--- src/qdc_pkg.sv ---
package qdc_pkg;
  localparam int NUM_CH = 4;
  localparam int CODE_W = 16;
  localparam int FRAME_BITS = 24;
  localparam int CNT_W = 5;
  localparam int ADDR_W = 4;
  localparam int POS_RW = 23;
  localparam int POS_ADDR_HI = 22;
  localparam int POS_ADDR_LO = 19;
  localparam int POS_DATA_HI = 18;
  localparam int POS_DATA_LO = 3;
  localparam logic [ADDR_W-1:0] ADDR_CMD = 4'h0;
  localparam logic [ADDR_W-1:0] ADDR_MON = 4'h1;
  localparam logic [ADDR_W-1:0] ADDR_ZERO0 = 4'h4;
  localparam logic [ADDR_W-1:0] ADDR_GAIN0 = 4'h8;
  localparam logic [ADDR_W-1:0] ADDR_DATA0 = 4'hc;
  localparam int CMD_LD_BIT = 14;
  localparam int CMD_RST_BIT = 15;
  localparam int CMD_GAIN_LO = 2;
  localparam logic [CODE_W-1:0] CODE_RESET = 16'h0000;
  localparam logic [CODE_W-1:0] TRIM_RESET = 16'h0000;
  localparam logic [NUM_CH-1:0] GAIN_SEL_RESET = 4'hf;
  localparam logic [CODE_W-1:0] GAIN_TRIM_MIN = 16'hff80;
  localparam logic [CODE_W-1:0] GAIN_TRIM_MAX = 16'h007f;
  localparam logic [CODE_W-1:0] ZERO_TRIM_MIN = 16'hff00;
  localparam logic [CODE_W-1:0] ZERO_TRIM_MAX = 16'h00ff;
  typedef struct packed {
    logic cs_n;
    logic sclk;
    logic sdi;
  } qdc_serial_t;
  typedef struct packed {
    logic rw;
    logic [ADDR_W-1:0] addr;
    logic [CODE_W-1:0] data;
  } qdc_frame_t;
endpackage

--- src/qdc_sync.sv ---
module qdc_sync
  import qdc_pkg::*;
#(
  parameter int WIDTH = 2,
  parameter logic [WIDTH-1:0] INIT = '1
)
(
  input wire logic core_clk_in,
  input wire logic rst_n_in,
  input wire logic [WIDTH-1:0] async_in,
  output logic [WIDTH-1:0] sync_out
);
  logic [WIDTH-1:0] meta_reg;
  logic [WIDTH-1:0] meta_next;
  logic [WIDTH-1:0] sync_reg;
  logic [WIDTH-1:0] sync_next;

  always_comb
  begin
    meta_next = async_in;
    sync_next = meta_reg;
  end

  always_ff @(posedge core_clk_in or negedge rst_n_in)
  begin
    if (!rst_n_in)
    begin
      meta_reg <= INIT;
      sync_reg <= INIT;
    end
    else
    begin
      meta_reg <= meta_next;
      sync_reg <= sync_next;
    end
  end

  assign sync_out = sync_reg;
endmodule

--- src/qdc_update_ctrl.sv ---
module qdc_update_ctrl
  import qdc_pkg::*;
#(
  parameter int NCH = NUM_CH
)
(
  input wire logic core_clk_in,
  input wire logic rst_n_in,
  input wire logic hw_reset_n_in,
  input wire logic latch_load_n_in,
  input wire logic group_a_polarity_sel_in,
  input wire logic group_b_polarity_sel_in,
  input wire qdc_serial_t serial_in,
  output logic sdo_out,
  output logic [NCH*CODE_W-1:0] latch_code_out,
  output logic [NCH-1:0] unipolar_out,
  output logic [NCH-1:0] gain4_sel_out,
  output logic [NCH*CODE_W-1:0] gain_trim_out,
  output logic [NCH*CODE_W-1:0] zero_trim_out,
  output logic [NCH-1:0] pending_out
);

////////////////////////////////////////////////////////////////////////////
  logic [1:0] pins_sync;
  logic load_n_s;
  logic hw_rst_n_s;

  qdc_sync #(.WIDTH(2), .INIT(2'h3)) u_sync
  (
    .core_clk_in(core_clk_in),
    .rst_n_in(rst_n_in),
    .async_in({latch_load_n_in, hw_reset_n_in}),
    .sync_out(pins_sync)
  );
  assign load_n_s = pins_sync[1];
  assign hw_rst_n_s = pins_sync[0];
  typedef enum {QDC_IDLE, QDC_SHIFT} qdc_state_t;
////////////////////////////////////////////////////////////////////////////
  // Serial pins sampled once per core clock
  logic sclk_reg, sclk_next;
  logic cs_n_reg, cs_n_next;
  logic load_n_reg, load_n_next;
  logic soft_rst_reg, soft_rst_next;
  qdc_state_t state_reg, state_next;
  logic [FRAME_BITS-1:0] shift_reg, shift_next;
  logic [CNT_W-1:0] cnt_reg, cnt_next;
  logic [FRAME_BITS-1:0] rdbk_reg, rdbk_next;
  logic [CODE_W-1:0] rd_word;
  logic [NCH-1:0] uni_reg, uni_next;
  logic [CODE_W-1:0] in_code_reg [NCH];
  logic [CODE_W-1:0] in_code_next [NCH];
  logic [CODE_W-1:0] latch_reg [NCH];
  logic [CODE_W-1:0] latch_next [NCH];
  logic [CODE_W-1:0] gtrim_reg [NCH];
  logic [CODE_W-1:0] gtrim_next [NCH];
  logic [CODE_W-1:0] ztrim_reg [NCH];
  logic [CODE_W-1:0] ztrim_next [NCH];
  logic [CODE_W-1:0] cmd_reg, cmd_next;
  logic [CODE_W-1:0] mon_reg, mon_next;
  logic [NCH-1:0] written_reg, written_next;
  logic in_reset;
  logic sclk_fall;
  logic cs_rise;
  logic frame_ok;
  logic load_fall;
  logic ld_bit_wr;
  logic data_wr;
  logic [NCH-1:0] ch_wr;
  logic [NCH-1:0] ch_reload;
  qdc_frame_t frame;
  assign in_reset = !hw_rst_n_s || soft_rst_reg;
  assign sclk_fall = sclk_reg && !serial_in.sclk && !serial_in.cs_n;
  assign cs_rise = !cs_n_reg && serial_in.cs_n;
  assign frame_ok = cs_rise && (state_reg == QDC_SHIFT) && (cnt_reg == CNT_W'(FRAME_BITS));
  assign frame = qdc_frame_t'({shift_reg[POS_RW], shift_reg[POS_ADDR_HI:POS_ADDR_LO],
                               shift_reg[POS_DATA_HI:POS_DATA_LO]});
  assign data_wr = frame_ok && !frame.rw;
  assign ld_bit_wr = data_wr && (frame.addr == ADDR_CMD) && frame.data[CMD_LD_BIT];
  assign load_fall = load_n_reg && !load_n_s;
  function automatic logic [CODE_W-1:0] clamp(input logic [CODE_W-1:0] v,
                                               input logic [CODE_W-1:0] lo,
                                               input logic [CODE_W-1:0] hi);
    if ($signed(v) < $signed(lo))
      return lo;
    else if ($signed(v) > $signed(hi))
      return hi;
    else
      return v;
  endfunction
////////////////////////////////////////////////////////////////////////////
  // Shift engine
  always_comb
  begin
    sclk_next = serial_in.sclk;
    cs_n_next = serial_in.cs_n;
    load_n_next = load_n_s;
    state_next = state_reg;
    shift_next = shift_reg;
    cnt_next = cnt_reg;
    rdbk_next = rdbk_reg;
    if (in_reset)
    begin
      state_next = QDC_IDLE;
      cnt_next = '0;
    end
    else
    begin
      case (state_reg)
        QDC_IDLE:
        begin
          if (cs_n_reg && !serial_in.cs_n)
          begin
            state_next = QDC_SHIFT;
            cnt_next = '0;
          end
        end
        QDC_SHIFT:
        begin
          if (serial_in.cs_n)
            state_next = QDC_IDLE;
          else if (sclk_fall)
          begin
            shift_next = {shift_reg[FRAME_BITS-2:0], serial_in.sdi};
            rdbk_next = {rdbk_reg[FRAME_BITS-2:0], 1'b0};
            if (cnt_reg != CNT_W'(FRAME_BITS))
              cnt_next = cnt_reg + 1'b1;
          end
        end
        default:
          state_next = QDC_IDLE;
      endcase
      if (frame_ok && frame.rw)
        rdbk_next = {frame.rw, frame.addr, rd_word, 3'h0};
    end
  end
  // Readback source: same format that was written
  always_comb
  begin
    rd_word = '0;
    if (frame.addr == ADDR_CMD)
      rd_word = cmd_reg;
    else if (frame.addr == ADDR_MON)
      rd_word = mon_reg;
    for (int i = 0; i < NCH; i++)
    begin
      if (frame.addr == ADDR_ZERO0 + ADDR_W'(i))
        rd_word = ztrim_reg[i];
      if (frame.addr == ADDR_GAIN0 + ADDR_W'(i))
        rd_word = gtrim_reg[i];
      if (frame.addr == ADDR_DATA0 + ADDR_W'(i))
        rd_word = in_code_reg[i];
    end
  end
////////////////////////////////////////////////////////////////////////////
  // Register bank, update and reset
  always_comb
  begin
    cmd_next = cmd_reg;
    mon_next = mon_reg;
    soft_rst_next = 1'b0;
    written_next = written_reg;
    ch_wr = '0;
    ch_reload = '0;
    for (int i = 0; i < NCH; i++)
    begin
      in_code_next[i] = in_code_reg[i];
      latch_next[i] = latch_reg[i];
      gtrim_next[i] = gtrim_reg[i];
      ztrim_next[i] = ztrim_reg[i];
    end
    if (in_reset)
    begin
      cmd_next = {CODE_W'(GAIN_SEL_RESET) << CMD_GAIN_LO};
      mon_next = '0;
      written_next = '0;
      for (int i = 0; i < NCH; i++)
      begin
        in_code_next[i] = CODE_RESET;
        latch_next[i] = CODE_RESET;
        gtrim_next[i] = TRIM_RESET;
        ztrim_next[i] = TRIM_RESET;
      end
    end
    else
    begin
      if (data_wr)
      begin
        if (frame.addr == ADDR_CMD)
        begin
          cmd_next = frame.data;
          cmd_next[CMD_LD_BIT] = 1'b0;
          cmd_next[CMD_RST_BIT] = 1'b0;
          soft_rst_next = frame.data[CMD_RST_BIT];
        end
        if (frame.addr == ADDR_MON)
          mon_next = frame.data;
        for (int i = 0; i < NCH; i++)
        begin
          if (frame.addr == ADDR_GAIN0 + ADDR_W'(i))
            gtrim_next[i] = clamp(frame.data, GAIN_TRIM_MIN, GAIN_TRIM_MAX);
          if (frame.addr == ADDR_ZERO0 + ADDR_W'(i))
            ztrim_next[i] = clamp(frame.data, ZERO_TRIM_MIN, ZERO_TRIM_MAX);
          if (frame.addr == ADDR_DATA0 + ADDR_W'(i))
          begin
            ch_wr[i] = 1'b1;
            in_code_next[i] = frame.data;
          end
        end
      end
      for (int i = 0; i < NCH; i++)
      begin
        // Individual update when load pin low, group update on load event
        if (ch_wr[i] && !load_n_s)
          ch_reload[i] = 1'b1;
        else if ((load_fall || ld_bit_wr) && written_reg[i])
          ch_reload[i] = 1'b1;
        if (ch_reload[i])
        begin
          latch_next[i] = ch_wr[i] ? frame.data : in_code_reg[i];
          written_next[i] = 1'b0;
        end
        else if (ch_wr[i])
          written_next[i] = 1'b1;
      end
    end
  end

  always_ff @(posedge core_clk_in or negedge rst_n_in)
  begin
    if (!rst_n_in)
    begin
      sclk_reg <= 1'b0;
      cs_n_reg <= 1'b1;
      load_n_reg <= 1'b1;
      soft_rst_reg <= 1'b0;
      state_reg <= QDC_IDLE;
      shift_reg <= '0;
      cnt_reg <= '0;
      rdbk_reg <= '0;
      uni_reg <= '0;
      cmd_reg <= CODE_W'(GAIN_SEL_RESET) << CMD_GAIN_LO;
      mon_reg <= '0;
      written_reg <= '0;
      for (int i = 0; i < NCH; i++)
      begin
        in_code_reg[i] <= CODE_RESET;
        latch_reg[i] <= CODE_RESET;
        gtrim_reg[i] <= TRIM_RESET;
        ztrim_reg[i] <= TRIM_RESET;
      end
    end
    else
    begin
      sclk_reg <= sclk_next;
      cs_n_reg <= cs_n_next;
      load_n_reg <= load_n_next;
      soft_rst_reg <= soft_rst_next;
      state_reg <= state_next;
      shift_reg <= shift_next;
      cnt_reg <= cnt_next;
      rdbk_reg <= rdbk_next;
      uni_reg <= uni_next;
      cmd_reg <= cmd_next;
      mon_reg <= mon_next;
      written_reg <= written_next;
      for (int i = 0; i < NCH; i++)
      begin
        in_code_reg[i] <= in_code_next[i];
        latch_reg[i] <= latch_next[i];
        gtrim_reg[i] <= gtrim_next[i];
        ztrim_reg[i] <= ztrim_next[i];
      end
    end
  end
////////////////////////////////////////////////////////////////////////////
  genvar g;
  generate
    for (g = 0; g < NCH; g++)
    begin : g_ch
      assign latch_code_out[g*CODE_W +: CODE_W] = latch_reg[g];
      assign gain_trim_out[g*CODE_W +: CODE_W] = gtrim_reg[g];
      assign zero_trim_out[g*CODE_W +: CODE_W] = ztrim_reg[g];
      assign gain4_sel_out[g] = cmd_reg[CMD_GAIN_LO + g];
      assign uni_next[g] = (g < 2) ? group_a_polarity_sel_in : group_b_polarity_sel_in;
    end
  endgenerate
  assign unipolar_out = uni_reg;
  assign pending_out = written_reg;
  assign sdo_out = rdbk_reg[FRAME_BITS-1];
////////////////////////////////////////////////////////////////////////////
  property p_short_frame;
    @(posedge core_clk_in) disable iff (!rst_n_in)
    (!in_reset && !load_fall && cs_rise && cnt_reg != CNT_W'(FRAME_BITS)) |=>
      ($stable(written_reg) && $stable(in_code_reg[0]));
  endproperty
  a_short_frame: assert property (p_short_frame) else $error("short frame changed state");
  property p_reset_latch;
    @(posedge core_clk_in) disable iff (!rst_n_in)
    in_reset |=> (latch_reg[0] == CODE_RESET && written_reg == '0);
  endproperty
  a_reset_latch: assert property (p_reset_latch) else $error("reset did not clear");
  property p_soft_clear;
    @(posedge core_clk_in) disable iff (!rst_n_in)
    soft_rst_reg |=> !soft_rst_reg;
  endproperty
  a_soft_clear: assert property (p_soft_clear) else $error("soft reset stuck");
  property p_gain_reset;
    @(posedge core_clk_in) disable iff (!rst_n_in)
    in_reset |=> gain4_sel_out == GAIN_SEL_RESET;
  endproperty
  a_gain_reset: assert property (p_gain_reset) else $error("gain bits not set");
  property p_indiv;
    @(posedge core_clk_in) disable iff (!rst_n_in)
    (!in_reset && ch_wr[3] && !load_n_s) |=> latch_reg[3] == in_code_reg[3];
  endproperty
  a_indiv: assert property (p_indiv) else $error("individual update missed");
  property p_hold;
    @(posedge core_clk_in) disable iff (!rst_n_in)
    (!in_reset && ch_wr[1] && load_n_s && !load_fall && !ld_bit_wr) |=>
      ($stable(latch_reg[1]) && written_reg[1]);
  endproperty
  a_hold: assert property (p_hold) else $error("latch changed on buffered write");
  property p_unwritten;
    @(posedge core_clk_in) disable iff (!rst_n_in)
    (!in_reset && load_fall && !written_reg[2] && !ch_wr[2]) |=> $stable(latch_reg[2]);
  endproperty
  a_unwritten: assert property (p_unwritten) else $error("unwritten latch reloaded");
  property p_gtrim;
    @(posedge core_clk_in) disable iff (!rst_n_in)
    ($signed(gtrim_reg[0]) <= $signed(GAIN_TRIM_MAX)) &&
    ($signed(gtrim_reg[0]) >= $signed(GAIN_TRIM_MIN));
  endproperty
  a_gtrim: assert property (p_gtrim) else $error("gain trim out of range");
  property p_load_event;
    @(posedge core_clk_in) disable iff (!rst_n_in)
    (!in_reset && load_fall && written_reg[0] && !ch_wr[0]) |=>
      (latch_reg[0] == $past(in_code_reg[0]) && !written_reg[0]);
  endproperty
  a_load_event: assert property (p_load_event) else $error("load event missed");
endmodule

--- config.mk ---
export PLATFORM = sky130hd
export DESIGN_NAME = qdc_update_ctrl
export DESIGN_NICKNAME = d
export VERILOG_FILES = /design/src/qdc_pkg.sv /design/src/qdc_sync.sv /design/src/qdc_update_ctrl.sv
export SDC_FILE = /design/constraint.sdc
export NUM_CORES = 1
export LEC_CHECK = 0
export ABC_AREA = 0
export BUFFER_PORTS_ARGS = -buffer_cell sky130_fd_sc_hd__buf_2
export CAP_MARGIN = 25
export CORE_MARGIN = 4
export CORE_UTILIZATION = 62
export DETAILED_ROUTE_END_ITERATION = 10
export GPL_TIMING_DRIVEN = 0
export PLACE_DENSITY = 0.82
export SLEW_MARGIN = 10
export SYNTH_ARGS = -nofsm -noshare
export SYNTH_HDL_FRONTEND = slang
export SYNTH_SLANG_ARGS = --single-unit
export TNS_END_PERCENT = 30
--- constraint.sdc ---
create_clock -name core_clk_in -period 7.1 [get_ports core_clk_in]
set_clock_uncertainty 0.15 [all_clocks]
set_input_delay 0.355 -clock core_clk_in [delete_from_list [all_inputs] [get_ports core_clk_in]]
set_output_delay 0.355 -clock core_clk_in [all_outputs]
set_load 0.03 [all_outputs]
# Yosys cells after proc, flatten, opt, wreduce, memory -nomap -nowiden
# Index checks and enable logic that the tools add are counted.
# totals
regBits	388
input_bits	9
elab_cells	231
# op_classes
addsub	1
n_lt_le_gt_ge	4
n_eq_ne	23
n_mux	95
bitwise	2
n_reduce_logical	73
# op_table
cell	n
16-bit two-way mux	44
64-bit two-way mux	7
24-bit two-way mux	4
32-bit two-way mux	3
32-bit one-hot mux with 2 select lines	1
2-bit nonzero test	21
32-bit by 1-bit equality test with 1-bit output (second input constant)	1
32-bit by 2-bit equality test with 1-bit output (second input constant)	1
4-bit equality test (second input constant)	8
32-bit logical NOT	1
2-bit AND reduction	15
1-bit two-way mux	27
5-bit two-way mux	5
1-bit logical AND	19
4-bit by 3-bit equality test with 1-bit output (second input constant)	4
16-bit by 8-bit greater-than comparator with 1-bit output (second input constant)	1
16-bit by 9-bit greater-than comparator with 1-bit output (second input constant)	1
16-bit by 8-bit less-than comparator with 1-bit output (second input constant)	1
16-bit by 9-bit less-than comparator with 1-bit output (second input constant)	1
3-bit != test (second input constant)	5
3-bit nonzero test	5
4-bit two-way mux	3
5-bit one-hot mux with 2 select lines	1
4-bit AND reduction	2
other kinds (10)	17

# Depth between registers and ports, before layout
# logic_depth
depth_word	16
ltp_mapped	10
depth_no_buf	8

# By module
# From an unflattened synthesis, not the netlist that was laid out.
# unflattened
cells_unflattened	1483
area_unflattened_um2	15845.2
# modules_own_cells
module	instances	cells_per_inst	area_per_inst_um2	seq_area_each_um2
qdc_update_ctrl	1	1479	15740.1	8690.8
qdc_sync	1	4	105.1	105.1

# Worst setup path after synthesis
# Ideal clock, no wire load.
# synth_timing
path_type	flip-flop to flip-flop
from	register cnt_reg[0]
to	register latch_reg, in the netlist latch_code_out[10]
t_arrival_ns	2.244
required_ns	6.825
path_slack_ns	4.581
stages_incl_launch_ff	10
cell_sequence	dfrtp_1 inv_1 ha_1 nand4b_4 nor3_4 nand3_1 a21boi_1 o21ai_4 buf_4 mux2_2
# synth_between
elab_chain_cells	11
# synth_lines
element	line_no	rtl
start, declared	qdc_update_ctrl.sv:46	logic [CNT_W-1:0] cnt_reg, cnt_next;
start signal, assigned	qdc_update_ctrl.sv:260	cnt_reg <= cnt_next;
5-bit equality test (*)	qdc_update_ctrl.sv:74	assign frame_ok = cs_rise && (state_reg == QDC_SHIFT) && (cnt_reg == CNT_W'(FRAME_BITS));
1-bit logical AND (*)	qdc_update_ctrl.sv:74	
1-bit logical AND (*)	qdc_update_ctrl.sv:77	assign data_wr = frame_ok && !frame.rw;
1-bit logical AND (2 in a row)	qdc_update_ctrl.sv:78	assign ld_bit_wr = data_wr && (frame.addr == ADDR_CMD) && frame.data[CMD_LD_BIT];
1-bit logical OR	qdc_update_ctrl.sv:215	else if ((load_fall || ld_bit_wr) && written_reg[i])
1-bit logical AND	qdc_update_ctrl.sv:215	
1-bit two-way mux	qdc_update_ctrl.sv:215	
1-bit two-way mux	qdc_update_ctrl.sv:213	if (ch_wr[i] && !load_n_s)
1-bit two-way mux	qdc_update_ctrl.sv:171	if (in_reset)
2-bit nonzero test (no source line)	--	
end signal, assigned by index	qdc_update_ctrl.sv:269	latch_reg[i] <= latch_next[i];
end, declared	qdc_update_ctrl.sv:52	logic [CODE_W-1:0] latch_reg [NCH];
# Mark *: on every way between the ends. The rest lies on a longest branch, timed or not. The select of a mux whose other input is x is not followed.
# A chain may end at the register's enable or synchronous reset.

# Final worst setup path
# layout_timing
from	register soft_rst_reg
to	register ztrim_reg, in the netlist zero_trim_out[47]
# layout_between
elab_chain_cells	3
# layout_lines
element	line_no	rtl
start, declared	qdc_update_ctrl.sv:43	logic soft_rst_reg, soft_rst_next;
start signal, assigned	qdc_update_ctrl.sv:257	soft_rst_reg <= soft_rst_next;
1-bit logical OR (*)	qdc_update_ctrl.sv:71	assign in_reset = !hw_rst_n_s || soft_rst_reg;
2-bit nonzero test (no source line)	--	
2-bit AND reduction (no source line)	--	
end signal, assigned by index	qdc_update_ctrl.sv:271	ztrim_reg[i] <= ztrim_next[i];
end, declared	qdc_update_ctrl.sv:56	logic [CODE_W-1:0] ztrim_reg [NCH];
# Mark *: on every way between the ends. The rest lies on a longest branch, timed or not.

==> impl_metrics.ini <==
[power_and_ir_drop]
ir_drop_v = 0.0002079
p_leak_uw = 0.009113
power_density_nw_per_um2 = 223.9
fin_total_pwr_uw = 4112

[yosys]
postSynthCellCount = 1416
netlist_area_sq_um = 15450
synth_edf_count = 0
async_flop_share = 1.000
synth.top_cell.area_share = 0.5525
synth.area.top_cells = dfrtp_1 55%, mux2_2 5.4%, o21ai_0 5.4%
ys_ff_latch = 351
avgSynthCellArea_sq_um = 10.91
ys.flop_type = dfrtp_1
synth.largest_area_cell = dfrtp_1
synth_seq_area_share = 0.5695
synth_cell_types = 61
synth_nets = 1427
yosys_warnings = 0

[critical_path]
critical-path-slowest-cell = clkbuf_1
path_delay_family = buffers and inverters
path_max_fanout = 11
critPathLaunchType = flop
crit_type = flop to flop
startpoint = soft_rst_reg
path_buf_inv = 4
crit_path_frequent_cell = clkbuf_1
timing.rr.start = soft_rst_reg
crit_chain = nand2b_1 > clkbuf_1 > clkbuf_1 > buf_1 > clkbuf_1 > nor2_1
worst_path_largest_cell_delay_ps = 900
reg2reg_slack_ps = 3110
critical_path_required_ps = 7310
endpoint_kind = flop
r2r_cells = 6
crit_arrival_ps = 4200
crit_cells = 6

[floorplanning]
initial_core_util = 0.6333
die_y_um = 165.8
core_sq_um = 24390
die-area_sq_um = 27500
fp-row-count = 57
ios = 214
die_w_um = 165.8

[drt]
m1WireLength_um = 21470
vias = 13974
met2WireLength_um = 26990
wl_met3_um = 8168
routed_via_density = 6.840
firstDrtPassIters = 7
drc = 0
ant_nets = 0
wl_per_cell_um = 30.23
wl_um = 61770
routed.top_layer = met5
first_iter_violations = 2357

[global_routing]
grt_max_degree = 101
grt_pass1_vias = 14041
grt_pass1_wl_um = 91880
antenna_found_initial = 6
overflow = 0
track_usage = 0.4448

[placement]
gp_congestion = 1.030
dpl_cell_area_sq_um = 17070
dpl.hpwl_um = 44490
port_buffers = 213

[final_layout]
stdcell_area_sq_um = 18360
final_core_util = 0.7529
fill_cells = 1619
area_growth_pct = 18.89
final_net_count = 1698
layout-drive-gt1-share = 0.2516

[run]
maxCapViolations = 0

[cts]
cts_tree = built
clock_latency_ps = 540
cts-root-buf = clkbuf_16
clk_pin_slew_ps = 60
post_cts_buffers = 0
clk_path_buf_depth = 3
cts_resized = 0
cts_sinks = 351
cts_buffers = 36
cts_max_level = 2

[timing]
max_slew_margin = 0.2205
tns_ps = 0
tightest_slew_ps = 1157
rsz0062_at_grt = no
fin_crit_sh = 0.5626
hold_violations = 0
drv_slew = 0
fin_crit_ps = 3994
setup_viol = 0
fmax_mhz = 250.4

[status]
status = complete, no violations

[hold_path]
hold_class = flop to flop
hp-start = u_sync.meta_reg[1]
hold_path_depth = 0
routing by layer:
layer	up-vias	global-route usage
li1	5655	-
met1	6817	0.5731
met2	1192	0.6534
met3	308	0.1421
met4	2	0.2895
met5	-	0
layout by cell type (no fill, tap or decap), drive strengths merged, types with 12 or more instances in the layout:
cell    instances
a22o           17
a21o           27
mux4           16
a31o           12
nand2         109
a22oi          12
dfrtp         341
buf           265
mux2i          48
o22ai          13
inv            14
nand3          91
a21oi          94
mux2           92
o22a           13
nor2          128
o21ai         172
clkbuf        124
worst paths after layout:
| path | to |
|---|---|
| worst max-delay path | zero_trim_out[47] |
| worst max register to register | zero_trim_out[47] |
| max in group asynchronous | gain_trim_out[42] |
| min in group asynchronous | unipolar_out[2] |
| worst min register to register | u_sync.sync_out[1] |
| worst min-delay path | u_sync.sync_out[1] |
final cells by class:
cell class	instances	area, sq um	share of cell area
inverters	14	52.55	0.002862
repair buffers	233	1294	0.07045
clock buffers	54	1081	0.05887
plain buffers	110	486.7	0.02650
diodes	6	15.01	0.0008176
multi-input cells	941	6111	0.3328
flip-flops and latches	351	8796	0.4790
clock inverters	10	122.6	0.006677
well taps	324	405.4	0.02208
cells in the mapped netlist, types with 3 or more instances:
cell	instances
dfrtp_1	341
o21ai_0	166
nor2_1	128
nand2_1	109
a21oi_1	94
nand3_1	90
mux2_2	74
clkbuf_1	70
mux2i_1	48
a21o_1	27
mux2_1	18
a22o_1	17
buf_2	17
mux4_2	16
buf_4	14
inv_1	14
o22a_1	13
o22ai_1	13
a22oi_1	12
a31o_2	12
a31oi_1	10
dfstp_2	10
a222oi_1	9
buf_1	9
nand2b_1	6
nor2b_1	6
a221oi_1	5
nand3b_1	5
o31ai_1	5
a2bb2oi_1	4
nand4_1	4
a2111oi_0	3
a21boi_1	3
and2_1	3
nor3_1	3
o21ai_4	3
o2bb2ai_1	3
xor2_1	3
where the power goes:
| part | leakage [uW] | internal, uW | total (uW) | switching [uW] |
|---|---|---|---|---|
| Combinational | 0.00368 | 37.0 | 147 | 110 |
| Clock | 0.000581 | 1130 | 1930 | 802 |
| Sequential | 0.00485 | 2020 | 2030 | 12.7 |
| Total | 0.00911 | 3190 | 4110 | 924 |
stage by stage:
stage	setup slack (ps)	hold WS (ps)	instances
2_1_floorplan	4581	-90.59	1416
3_3_place_gp	-858.3	195.8	1953
3_5_place_dp	3547	199.8	1965
4_1_cts	3417	208.6	2037
5_1_grt	3231	214.1	2038
6_report	3106	207.1	2043
timing repair:
action / in CTS / in global routing
hold buffers: 8 / 0
setup endpoints to repair: 0 / 0
hold endpoints to repair: 69 / 0
logic make-up after synthesis:
family	count (synthesis)	synth area share
compound gates	412	0.1644
xor+xnor	3	0.001701
flops	351	0.5695
simple gates	368	0.1064
mux	156	0.1215
fa+ha+maj	2	0.001620
buf+inv	124	0.03491
Note: power is estimated with default switching activity, not from simulation.
